## src/hw/phy_mode_pkg.sv

```systemverilog
// phy_mode_pkg: offsets, field positions, reset values and counts for the phy mode control block
// assumes: included before phy_mode_control; apb data 32 bits
package phy_mode_pkg;
	localparam logic [11:0] phy_mode_control_off   = 12'h080;
	localparam logic [11:0] phy_mode_status_off    = 12'h084;
	localparam logic [11:0] strap_config_off       = 12'h088;
	localparam int          reg_width              = 16;
	localparam int          bit_sw_reset           = 15;
	localparam int          bit_loopback           = 14;
	localparam int          bit_speed_select       = 13;
	localparam int          bit_autoneg_enable     = 12;
	localparam int          bit_power_down         = 11;
	localparam int          bit_isolate            = 10;
	localparam int          bit_autoneg_restart    = 9;
	localparam int          bit_duplex_select      = 8;
	localparam int          bit_collision_test     = 7;
	localparam int          strap_sel_lsb          = 13;
	localparam int          strap_sel_width        = 3;
	localparam logic [15:0] control_rw_mask        = 16'h7D80;
	localparam logic [15:0] control_reset_value    = 16'h0000;
	localparam logic [2:0]  strap_sel_reset_value  = 3'h7;
	localparam int          sw_reset_time_ns       = 1000;
	localparam int          clk_period_ns          = 10;
	localparam int          sw_reset_cycles        = (sw_reset_time_ns + clk_period_ns - 1) / clk_period_ns;
	localparam logic [15:0] status_fixed_value     = 16'h0000;
endpackage

```

## src/hw/phy_mode_control.sv

```systemverilog
// phy_mode_control: phy mode control register bank behind an apb slave
// assumes: single clock i_mclk; strap pins and events are asynchronous and get synchronised here
`timescale 1ns/1ns
module phy_mode_control
	import phy_mode_pkg::*;
#(
	parameter int sw_reset_len = sw_reset_cycles
) (
	input  wire logic        i_mclk,
	input  wire logic        i_rst_n,
	input  wire logic        i_psel,
	input  wire logic        i_penable,
	input  wire logic        i_pwrite,
	input  wire logic [11:0] i_paddr,
	input  wire logic [31:0] i_pwdata,
	input  wire logic [3:0]  i_pstrb,
	output logic      [31:0] o_prdata,
	output logic             o_pready,
	output logic             o_pslverr,
	input  wire logic [2:0]  i_autoneg_strap_select,
	input  wire logic        i_link_up,
	input  wire logic        i_remote_fault,
	input  wire logic        i_autoneg_done,
	output logic             o_phy_reset,
	output logic             o_loopback,
	output logic             o_speed_100,
	output logic             o_full_duplex,
	output logic             o_autoneg_enable,
	output logic             o_autoneg_restart,
	output logic             o_power_down,
	output logic             o_isolate,
	output logic             o_collision_test
);

	////////////////////////////////////////////////////////////////////////////////
	// reset release and input synchronisers

	logic        rst_meta_reg;
	logic        rst_sync_reg;
	wire  logic  rst_n;
	wire  logic [5:0] in_raw;
	wire  logic [5:0] in_sync;

	always_ff @(posedge i_mclk or negedge i_rst_n) begin
		if (!i_rst_n) begin
			rst_meta_reg <= 1'b0;
			rst_sync_reg <= 1'b0;
		end else begin
			rst_meta_reg <= 1'b1;
			rst_sync_reg <= rst_meta_reg;
		end
	end
	assign rst_n = rst_sync_reg;

	assign in_raw = {i_autoneg_strap_select, i_link_up, i_remote_fault, i_autoneg_done};

	// one two-stage synchroniser per asynchronous input bit
	for (genvar g = 0; g < 6; g++) begin : g_sync
		logic meta_reg;
		logic sync_reg;
		always_ff @(posedge i_mclk or negedge rst_n) begin
			if (!rst_n) begin
				meta_reg <= 1'b0;
				sync_reg <= 1'b0;
			end else begin
				meta_reg <= in_raw[g];
				sync_reg <= meta_reg;
			end
		end
		assign in_sync[g] = sync_reg;
	end

	wire logic [2:0] strap_sync;
	wire logic       link_up_sync;
	wire logic       remote_fault_sync;
	wire logic       autoneg_done_sync;
	assign strap_sync        = in_sync[5:3];
	assign link_up_sync      = in_sync[2];
	assign remote_fault_sync = in_sync[1];
	assign autoneg_done_sync = in_sync[0];

	////////////////////////////////////////////////////////////////////////////////
	// strap decode

	function automatic logic [1:0] strap_defaults(input logic [2:0] sel);
		// returns {autoneg_enable, speed_100}; duplex follows the same field
		case (sel)
			3'h0:    strap_defaults = 2'b00;
			3'h1:    strap_defaults = 2'b00;
			3'h2:    strap_defaults = 2'b01;
			3'h3:    strap_defaults = 2'b01;
			default: strap_defaults = 2'b11;
		endcase
	endfunction

	function automatic logic strap_duplex(input logic [2:0] sel);
		strap_duplex = sel[0] | (sel == 3'h7);
	endfunction

	////////////////////////////////////////////////////////////////////////////////
	// apb decode

	typedef enum logic [1:0] {st_run, st_sw_reset, st_load_strap} reset_state_e;

	wire logic setup_phase;
	wire logic wr_access;
	wire logic rd_access;
	wire logic hit_control;
	wire logic hit_status;
	wire logic hit_strap;
	wire logic addr_mapped;
	wire logic wr_control;
	wire logic rd_status;
	wire logic wr_strap;

	assign setup_phase = i_psel & ~i_penable;
	assign wr_access   = setup_phase & i_pwrite;
	assign rd_access   = setup_phase & ~i_pwrite;
	assign hit_control = (i_paddr == phy_mode_control_off);
	assign hit_status  = (i_paddr == phy_mode_status_off);
	assign hit_strap   = (i_paddr == strap_config_off);
	assign addr_mapped = hit_control | hit_status | hit_strap;
	assign wr_control  = wr_access & hit_control & (|i_pstrb[1:0]);
	assign rd_status   = rd_access & hit_status;
	assign wr_strap    = wr_access & hit_strap & i_pstrb[0];

	////////////////////////////////////////////////////////////////////////////////
	// control register

	reset_state_e rst_state_reg;
	reset_state_e rst_state_next;
	logic [15:0]  control_reg;
	logic [15:0]  control_next;
	logic [2:0]   strap_reg;
	logic [15:0]  rst_cnt_reg;
	logic [15:0]  rst_cnt_next;
	logic         restart_reg;
	logic         restart_next;

	wire logic [15:0] byte_mask;
	wire logic [15:0] wr_value;
	wire logic [15:0] strap_value;
	wire logic [1:0]  strap_an_speed;
	wire logic        sw_reset_req;

	assign byte_mask    = {{8{i_pstrb[1]}}, {8{i_pstrb[0]}}};
	assign wr_value     = (control_reg & ~byte_mask) | (i_pwdata[15:0] & byte_mask);
	assign sw_reset_req = wr_control & i_pstrb[1] & i_pwdata[bit_sw_reset];
	assign strap_an_speed = strap_defaults(strap_reg);
	assign strap_value  = control_reset_value
		| ({15'h0000, strap_an_speed[1]} << bit_autoneg_enable)
		| ({15'h0000, strap_an_speed[0]} << bit_speed_select)
		| ({15'h0000, strap_duplex(strap_reg)} << bit_duplex_select);

	always_comb begin
		rst_state_next = rst_state_reg;
		control_next   = control_reg;
		rst_cnt_next   = rst_cnt_reg;
		restart_next   = restart_reg;
		if (restart_reg && autoneg_done_sync) begin
			restart_next = 1'b0;
		end
		case (rst_state_reg)
			st_run: begin
				if (sw_reset_req) begin
					rst_state_next = st_sw_reset;
					rst_cnt_next   = 16'(sw_reset_len);
					control_next   = 16'h0000;
					control_next[bit_sw_reset] = 1'b1;
				end else if (wr_control) begin
					control_next = wr_value & control_rw_mask;
					if (wr_value[bit_autoneg_restart] && wr_value[bit_autoneg_enable]) begin
						restart_next = 1'b1;
					end
				end
			end
			st_sw_reset: begin
				if (rst_cnt_reg <= 16'h0001) begin
					rst_state_next = st_load_strap;
				end else begin
					rst_cnt_next = rst_cnt_reg - 16'h0001;
				end
			end
			st_load_strap: begin
				rst_state_next = st_run;
				control_next   = strap_value;
				restart_next   = 1'b0;
			end
			default: begin
				rst_state_next = st_run;
			end
		endcase
	end

	always_ff @(posedge i_mclk or negedge rst_n) begin
		if (!rst_n) begin
			rst_state_reg <= st_load_strap;
			rst_cnt_reg   <= 16'h0000;
		end else begin
			rst_state_reg <= rst_state_next;
			rst_cnt_reg   <= rst_cnt_next;
		end
	end

	always_ff @(posedge i_mclk or negedge rst_n) begin
		if (!rst_n) begin
			control_reg <= control_reset_value;
		end else begin
			control_reg <= control_next;
		end
	end

	always_ff @(posedge i_mclk or negedge rst_n) begin
		if (!rst_n) begin
			restart_reg <= 1'b0;
		end else begin
			restart_reg <= restart_next;
		end
	end

	// strap latch: loaded with strap_sel_reset_value at reset, caught from the pins on each software reset
	always_ff @(posedge i_mclk or negedge rst_n) begin
		if (!rst_n) begin
			strap_reg <= strap_sel_reset_value;
		end else if (rst_state_reg == st_sw_reset) begin
			strap_reg <= strap_sync;
		end else if (wr_strap) begin
			strap_reg <= i_pwdata[strap_sel_lsb +: strap_sel_width];
		end
	end

	////////////////////////////////////////////////////////////////////////////////
	// latched status: link latched_low, remote fault latched_high

	logic link_latched_low_reg;
	logic fault_latched_high_reg;

	always_ff @(posedge i_mclk or negedge rst_n) begin
		if (!rst_n) begin
			link_latched_low_reg <= 1'b0;
		end else if (!link_up_sync) begin
			link_latched_low_reg <= 1'b0;
		end else if (rd_status) begin
			link_latched_low_reg <= 1'b1;
		end
	end

	always_ff @(posedge i_mclk or negedge rst_n) begin
		if (!rst_n) begin
			fault_latched_high_reg <= 1'b0;
		end else if (remote_fault_sync) begin
			fault_latched_high_reg <= 1'b1;
		end else if (rd_status) begin
			fault_latched_high_reg <= 1'b0;
		end
	end

	wire logic [15:0] status_value;
	assign status_value = status_fixed_value
		| {13'h0000, fault_latched_high_reg, link_latched_low_reg, 1'b0};

	////////////////////////////////////////////////////////////////////////////////
	// apb read data and response

	wire logic [15:0] control_view;
	wire logic [15:0] rd_value;
	assign control_view = {control_reg[15:10], restart_reg, control_reg[8:0]};
	assign rd_value     = hit_control ? control_view
		: hit_status ? status_value
		: hit_strap  ? {strap_reg, 13'h0000}
		: 16'h0000;

	always_ff @(posedge i_mclk or negedge rst_n) begin
		if (!rst_n) begin
			o_prdata  <= 32'h0000_0000;
			o_pready  <= 1'b0;
			o_pslverr <= 1'b0;
		end else begin
			o_pready  <= setup_phase;
			o_pslverr <= setup_phase & ~addr_mapped;
			if (rd_access) begin
				o_prdata <= {16'h0000, rd_value};
			end
		end
	end

	////////////////////////////////////////////////////////////////////////////////
	// mode outputs

	wire logic an_on;
	assign an_on = control_reg[bit_autoneg_enable];

	always_ff @(posedge i_mclk or negedge rst_n) begin
		if (!rst_n) begin
			o_phy_reset       <= 1'b1;
			o_autoneg_restart <= 1'b0;
		end else begin
			o_phy_reset       <= (rst_state_reg != st_run);
			o_autoneg_restart <= restart_reg;
		end
	end

	always_ff @(posedge i_mclk or negedge rst_n) begin
		if (!rst_n) begin
			o_speed_100      <= 1'b0;
			o_full_duplex    <= 1'b0;
			o_autoneg_enable <= 1'b0;
		end else begin
			o_speed_100      <= an_on | control_reg[bit_speed_select];
			o_full_duplex    <= an_on | control_reg[bit_duplex_select];
			o_autoneg_enable <= an_on;
		end
	end

	always_ff @(posedge i_mclk or negedge rst_n) begin
		if (!rst_n) begin
			o_loopback       <= 1'b0;
			o_power_down     <= 1'b0;
			o_isolate        <= 1'b0;
			o_collision_test <= 1'b0;
		end else begin
			o_loopback       <= control_reg[bit_loopback];
			o_power_down     <= control_reg[bit_power_down];
			o_isolate        <= control_reg[bit_isolate];
			o_collision_test <= control_reg[bit_collision_test];
		end
	end

endmodule // phy_mode_control

```

## config.mk

```make
export PLATFORM = sky130hd
export DESIGN_NAME = phy_mode_control
export DESIGN_NICKNAME = d
export VERILOG_FILES = /design/src/hw/phy_mode_pkg.sv /design/src/hw/phy_mode_control.sv
export SDC_FILE = /design/constraint.sdc
export NUM_CORES = 1
export LEC_CHECK = 0
export ABC_AREA = 1
export BUFFER_PORTS_ARGS = -buffer_cell sky130_fd_sc_hd__buf_4
export CAP_MARGIN = 15
export CORE_MARGIN = 2
export CORE_UTILIZATION = 26
export DETAILED_ROUTE_END_ITERATION = 8
export GPL_TIMING_DRIVEN = 0
export PLACE_DENSITY = 0.57
export SYNTH_ARGS = -nofsm -noshare
export SYNTH_HDL_FRONTEND = slang
export SYNTH_SLANG_ARGS = --single-unit
```

## constraint.sdc

```tcl
create_clock -name i_mclk -period 2.2 [get_ports i_mclk]
set_clock_uncertainty 0.15 [all_clocks]
set_input_delay 0.44 -clock i_mclk [delete_from_list [all_inputs] [get_ports i_mclk]]
set_output_delay 0.44 -clock i_mclk [all_outputs]
set_load 0.1 [all_outputs]
```

**After elaboration in Yosys (flattened, before gate mapping)**

Cells that the tools add are included.

- Bits of input ports: 59
- Flip-flop bits (word level): 81
- Output and inout port bits: 43
- Word-level logic and storage cells: 113

- Equal/unequal tests: 14
- Muxes and demuxes: 24
- Order comparisons: 1
- Add/subtract/negate cells: 1
- Reductions and logical operators: 15
- Bitwise logic cells: 25

Operators with widths:

| operator | count |
|---|---|
| 16-bit two-way mux | 7 |
| 16-bit case mux with 2 select lines | 2 |
| 12-bit by 8-bit == test with 1-bit output, second input constant | 3 |
| 15-bit bitwise AND | 2 |
| 16-bit by 1-bit <= comparator with 1-bit output, second input constant | 1 |
| 16-bit by 1-bit subtractor with 16-bit output, second input constant | 1 |
| 15-bit inverter | 1 |
| 15-bit bitwise OR | 1 |
| 13-bit by 14-bit bitwise OR with 14-bit output | 1 |
| 14-bit by 9-bit bitwise OR with 14-bit output | 1 |
| 1-bit bitwise AND | 11 |
| 2-bit nonzero test | 5 |
| 1-bit two-way mux | 8 |
| 2-bit case mux with 2 select lines | 2 |
| 3-bit by 2-bit == test with 1-bit output, second input constant | 2 |
| 3-bit two-way mux | 2 |
| 2-bit inequality test, second input constant | 3 |
| 2-bit OR reduction | 3 |
| 1-bit bitwise OR | 5 |
| 2-bit two-way mux | 2 |
| 2-bit AND reduction | 2 |
| 3-bit by 1-bit == test with 1-bit output, second input constant | 1 |
| 3-bit == test, second input constant | 1 |
| 3-bit zero test | 1 |
| 9 further kinds | 12 |

**Logic depth before layout (Yosys ltp)**

Gate-level depths: netlist of the first run.

- Depth after elaboration: 9
- Mapped depth: 10
- Gate-level depth less buffers: 10

**Worst setup path after synthesis of the first run**

OpenSTA, ideal clock, no wires.

- Path type: flip-flop to flip-flop
- From: reg rst_cnt_reg[0]
- To: reg rst_cnt_reg[1]
- Required time: 1985 ps
- Setup time: 65 ps
- Period minus slack after synthesis: 1586 ps
- Stages on the path, launching flop included: 10
- Slack: 614 ps
- Data arrival time: 1371 ps
- Cell sequence: dfrtp_1 inv_1 ha_1 o21ai_1 nor2_1 nand2_2 nand2_4 buf_4 or2_1 nand2_1

- Longest elaborated chain between the ends: 3

Ends and longest elaborated chain:

| what | RTL line | text |
|---|---|---|
| from (decl) | phy_mode_control.sv:135 | `logic [15:0] rst_cnt_reg;` |
| from (signal assigned) | phy_mode_control.sv:201 | `rst_cnt_reg <= rst_cnt_next;` |
| 16-bit by 1-bit subtractor with 16-bit output / 16-bit by 1-bit <= comparator with 1-bit output (equally long branches) | phy_mode_control.sv:181, phy_mode_control.sv:178 |  |
| 16-bit two-way mux / 2-bit inequality test (equally long branches) | - |  |
| 16-bit case mux with 2 select lines / 3-bit AND reduction (equally long branches) | - |  |

Several ways; a longest one is shown, not always the timed one. The select of a mux whose other input is x is not followed.
A chain may end at the register's enable or synchronous reset.

**Worst setup path after layout of the first run**

Ends and elaborated chain as after synthesis.

==> reports/metrics.cfg, run 1 <==
[drt]
ant_nets = 0
wl_um = 7560
routedWlPerCell_um = 11.17
dr.pass1.iters = 4
drt-vias-per-instance = 4.086
drt_iter0_drc = 177
vias = 2766
route.detailed.drc = 0

[synthesis]
yosysTopAreaCell = dfrtp_1
synthTopCellsByArea = dfrtp_1 (47%), nand2_1 (13%), nand3_1 (5.5%)
async_reset_ff_share_pct = 100.0
yosysSeqAreaShare_pct = 50.52
postSynth.topFlopCell = dfrtp_1
synthDistinctLibCells = 37
synth_common_cells = nand2_1 (119), dfrtp_1 (63), inv_1 (43), nor2_1 (39), nand3_1 (37)
ys_seq_elements = 68
yosys.area.top_type_share_pct = 46.63
yosysMostFrequentCell = nand2_1
ys_warn_count = 0
postSynthCellCount = 413
syn_area_um2 = 3381
syn_avg_cell_area_um2 = 8.186
synth_edf_count = 0

[min_path]
hold_class = in2reg

[outcome]
status = finished, final reports clean

[setup_path]
start_kind = flop
crit_arrival_ns = 1.94
critical_path_class = reg2reg
end_kind = flop
critPathRequiredTime_ns = 2.32
reg2reg_slack_ns = 0.38
crit_fanout = 10

[layout]
final_area_um2 = 4432
nNetsFinal = 561
largest_register_ffs = 16
final_cell_count_no_fill = 677
fillerInstances = 1318
diodes = 0
drive_gt1_share_pct = 25.94
final_core_util_pct = 34.98
area_growth_pct = 31.09
seq_area_um2 = 1712
multi_input_area_um2 = 1358

[grt]
gr-total-overflow = 0
antenna_found_initial = 0
grt_max_degree = 67
first_global_vias = 2873
grt_usage_pct = 12.09
grt_pass1_wl_um = 13570

[clock_network]
clk_path_buf_depth = 2
clk_pin_slew_worst_paths_ns = 0.06
cts_htree_levels = 3
cts.sinks = 68
clk_latency_ns = 0.34
cts_root_buffer = clkbuf_16
postCtsResizedCells = 0
post_cts.repair.setup_buffers = 0
cts_tree = done
cts-buffers-inserted = 9

[timing]
worstMarginPinSlew_ns = 0.8504
finalHoldViolations = 0
relSlewSlack_pct = 43.31
max_clock_freq_mhz = 550.9
fin_setup_tns_ns = 0
hold_ws_ns = 0.05359
worst_slack_ns = 0.3849
post-route-period-util_pct = 82.50
min_period_ns = 1.815
drv_slew = 0
final-setup-viol-count = 0
rsz0062_at_grt = no

[place]
portBuffers = 55
post-dp-hpwl_um = 5522
placed_area_um2 = 4088
pre_cts_ws_ns = 0.2437
globalplace.congestion = 0.8323
dpl.cell_count = 660

[die]
die_width_um = 118.0
coreArea_um2 = 12670
io_pins = 102
fp-row-count = 41
die_area_um2 = 13930
initial_core_util_pct = 26.68
fp.dieH_um = 118.0

[power]
power_density_nw_per_um2 = 759.3
power.total_mw = 3.365
power_leakage_nw = 2.264
peakVddDrop_mv = 0.5692

[job]
maxCapViolations = 0

worst max-delay path, stage by stage (launching register included):
cell and delay, ns:
dfrtp_1 0.43, inv_1 0.08, ha_1 0.24, o21ai_1 0.16
nor2_1 0.07, nand2_2 0.10, nand2_4 0.07, buf_4 0.18
or2_1 0.21, nand2_1 0.06
cell families after synthesis:
logic type                 synth area share [%]
adders and majority gates                0.7401
AOI/OAI and AO/OA                         4.663
muxes                                    0.8883
xor gates and xnor gates                  1.296
DFF                                       50.52
buffers and inverters                     11.55
other                                    0.2221
and+or+nand+nor                           30.13
final timing paths:
path	startpoint	end	depth (start not counted)
setup reg to reg	rst_cnt_reg[0]$_DFFE_PN0P_	rst_cnt_reg[1]$_DFFE_PN0P_	9
min in group asynchronous	i_rst_n	rst_n$_DFF_PN0_	2
hold / removal	i_autoneg_done	g_sync[0].meta_reg$_DFF_PN0_	1
hold reg to reg	g_sync[2].meta_reg$_DFF_PN0_	g_sync[2].sync_reg$_DFF_PN0_	0
setup / recovery	rst_cnt_reg[0]$_DFFE_PN0P_	rst_cnt_reg[1]$_DFFE_PN0P_	9
max in group asynchronous	rst_n$_DFF_PN0_	rst_cnt_reg[1]$_DFFE_PN0P_	0
report_power, final:
group / internal (mW) / switching, mW / total, mW / leakage (nW)
Combinational: 0.112 / 0.333 / 0.445 / 1.31
Clock: 1.03 / 0.561 / 1.59 / 0.163
Sequential: 1.29 / 0.0387 / 1.33 / 0.795
repair_timing:
item / 4_1_cts / 5_1_grt
hold buffers: 1 / 0
setup endpoints to repair: 0 / 0
hold endpoints to repair: 2 / 0
cell usage in the layout (no fill, tap or decap), types with 5 or more instances in the layout:
cell type / n
a21oi_1: 5
buf_4: 77
clkbuf_16: 9
conb_1: 22
dfrtp_1: 62
dfstp_2: 5
inv_1: 43
inv_2: 5
nand2_1: 119
nand3_1: 37
nor2_1: 39
nor2_2: 7
o21ai_0: 15
or2_2: 5
cell type report:
cell class                 instances  share of cell area (%)
buffer                            28                   4.517
clock buffer                      10                   5.392
clock inverter                     6                   2.146
inverter                          50                   4.291
multi-input combinational        287                   30.63
sequential                        68                   38.62
tap                              172                   4.856
timing repair buffer              56                   9.543
metal layers:
metal  wire [um]  vias up  global-route usage (%)
li1            -     1423                       -
met1        3394     1260                   15.01
met2        3615       69                   19.62
met3         383       14                   3.682
met4         166        0                   4.819
met5           0        -                       0
Power figures use the tool's default switching activity.
==> run 2: changes to the inputs <==
--- a/config.mk
+++ b/config.mk
@@ -12,7 +12,7 @@
 export CORE_UTILIZATION = 26
 export DETAILED_ROUTE_END_ITERATION = 8
 export GPL_TIMING_DRIVEN = 0
-export PLACE_DENSITY = 0.57
+export PLACE_DENSITY = 0.55
 export SYNTH_ARGS = -nofsm -noshare
 export SYNTH_HDL_FRONTEND = slang
 export SYNTH_SLANG_ARGS = --single-unit
==> constraint.sdc (replaced) <==
create_clock -name i_mclk -period 1.7 [get_ports i_mclk]
set_clock_uncertainty 0.15 [all_clocks]
set_input_delay 0.34 -clock i_mclk [delete_from_list [all_inputs] [get_ports i_mclk]]
set_output_delay 0.34 -clock i_mclk [all_outputs]
set_load 0.1 [all_outputs]
==> run 2 against run 1 <==
Against the previous run: register-to-register slack lost 0.33 ns; critical path depth did not move; worst hold slack improved by 0.053 ns; power increased by 17%; critical endpoint unchanged; highest routed layer unchanged.
==> reports/metrics.cfg, run 2 (synthesis results as in run 1) <==
[grt]
grt_pass1_wl_um = 12650
gr-total-overflow = 0
antenna_found_initial = 0
grtUsageMet1_pct = 13.86
use_met2_pct = 18.46
grt_usage_pct = 11.38
busiest_layer = met2
grtUsageMet3_pct = 3.876
first_global_vias = 2741
grt_max_degree = 67

[clock_network]
clk_latency_ns = 0.33
clk_path_buf_depth = 2
clk_pin_slew_worst_paths_ns = 0.05
cts_tree = done
cts.sinks = 68
cts_htree_levels = 3
cts-buffers-inserted = 9
cts_root_buffer = clkbuf_16

[power]
peakVddDrop_mv = 0.4588
power_density_nw_per_um2 = 864.5
power_leakage_nw = 2.285

[drt]
ant_nets = 0
route.detailed.drc = 0
drt-vias-per-instance = 4.105
vias = 2820
wl_um = 7606
drt_iter0_drc = 130
routedWlPerCell_um = 11.07
dr.pass1.iters = 4

[place]
post-dp-hpwl_um = 5429
placed_area_um2 = 4088
portBuffers = 55
dpl.cell_count = 660
globalplace.congestion = 0.8760

[layout]
diodes = 0
final_area_um2 = 4542
final_cell_count_no_fill = 687
mostFrequentLayoutCell = nand2_1
drive_gt1_share_pct = 28.93
nNetsFinal = 573
largest_register_ffs = 16
area_growth_pct = 34.35
final_cell_mix = nand2_1 (116), buf_4 (81), dfrtp_1 (61)

[setup_path]
start_kind = flop
crit_arrival_ns = 1.76
critPathRequiredTime_ns = 1.82
r2r_start = rst_cnt_reg[0]$_DFFE_PN0P_
critPathLaunch = rst_cnt_reg[0]$_DFFE_PN0P_
end_kind = flop
critical_path_class = reg2reg
crit_fanout = 10

[die]
coreArea_um2 = 12670
fp.dieH_um = 118.0
die_width_um = 118.0
io_pins = 102
die_area_um2 = 13930
initial_core_util_pct = 26.68
fp-row-count = 41

[job]
maxCapViolations = 0

[timing]
finalHoldViolations = 0
rsz0062_at_grt = yes
min_period_ns = 1.645
fin_setup_tns_ns = 0
post-route-period-util_pct = 96.78
drv_slew = 0
final-setup-viol-count = 0
worstMarginPinSlew_ns = 0.8320
relSlewSlack_pct = 44.53
max_clock_freq_mhz = 607.8

[min_path]
hold_class = in2reg
worstHoldStart = i_psel

[outcome]
status = finished, final reports clean

==> run 2: cell types whose count changed in the layout (fill, tap and decap cells not counted), moves of 3 or more <==
cell           change
buf_4              +4
clkinv_4           -3
dlygate4sd3_1      +6
nand2_1            -3
nor2_1             -6
nor2_2             +4
==> run 2: what timing repair did <==
action / CTS / global route
hold buffers: 7 / 0
endpoints found under the setup margin: 6 / 24
gates resized for setup: 6 / 20
gates cloned: 0 / 1
endpoints found under the hold margin: 8 / 0
buffers inserted: 0 / 5
pin swaps: 2 / 11
==> run 2: worst paths after layout <==
kind                                           endpoint  slack (ns)  cells after the start
hold / removal                       o_pready$_DFF_PN0_        0.11                      3
setup reg to reg             rst_cnt_reg[1]$_DFFE_PN0P_        0.05                      9
hold reg to reg            g_sync[4].sync_reg$_DFF_PN0_        0.20                      0
setup / recovery             rst_cnt_reg[1]$_DFFE_PN0P_        0.05                      9
min in group asynchronous               rst_n$_DFF_PN0_        0.18                      2
max in group asynchronous    rst_cnt_reg[0]$_DFFE_PN0P_        0.53                      0
==> run 2: final cells by class <==
| cell class | instances | area [um^2] |
|---|---|---|
| plain buffers | 28 | 203.9 |
| clock buffers | 12 | 246.5 |
| clock inverters | 2 | 12.51 |
| fillers | 1302 | 8129 |
| inverters | 50 | 192.7 |
| multi-input cells | 287 | 1426 |
| flip-flops and latches | 68 | 1713 |
| well taps | 172 | 215.2 |
| repair buffers | 68 | 531.8 |
==> run 2: per-stage QoR <==
step	utilization, %	worst slack [ns]	power, mW	hold slack (ns)
finish	35.84	0.05471	3.926	0.1065
detailed placement	32.26	-0.1548	2.322	-0.02495
floorplan	-	0.1144	2.188	-0.1056
CTS	34.99	0.009580	3.991	0.09780
global placement	32.24	-0.1324	2.319	-0.02713
global route	35.84	-0.04419	4.086	0.1205
==> run 2: per-layer routing <==
layer,up-vias,wire (um)
met1,1305,3396
met4,0,140
li1,1444,-
met5,-,0
met3,10,362
met2,61,3708
==> run 2: critical path, cell delays in order (launching register included) <==
cell     delay, ns
dfrtp_2       0.40
inv_2         0.07
ha_4          0.17
o21ai_2       0.14
nor2_2        0.05
nand2_2       0.08
nand2_4       0.09
buf_6         0.15
or2_1         0.22
nand2_1       0.07
==> run 2: power by group <==
part / switching, mW / leakage [nW] / internal [mW] / total (mW)
registers: 0.0499 / 0.795 / 1.67 / 1.72
clock network: 0.616 / 0.125 / 1.01 / 1.62
logic: 0.431 / 1.37 / 0.154 / 0.585
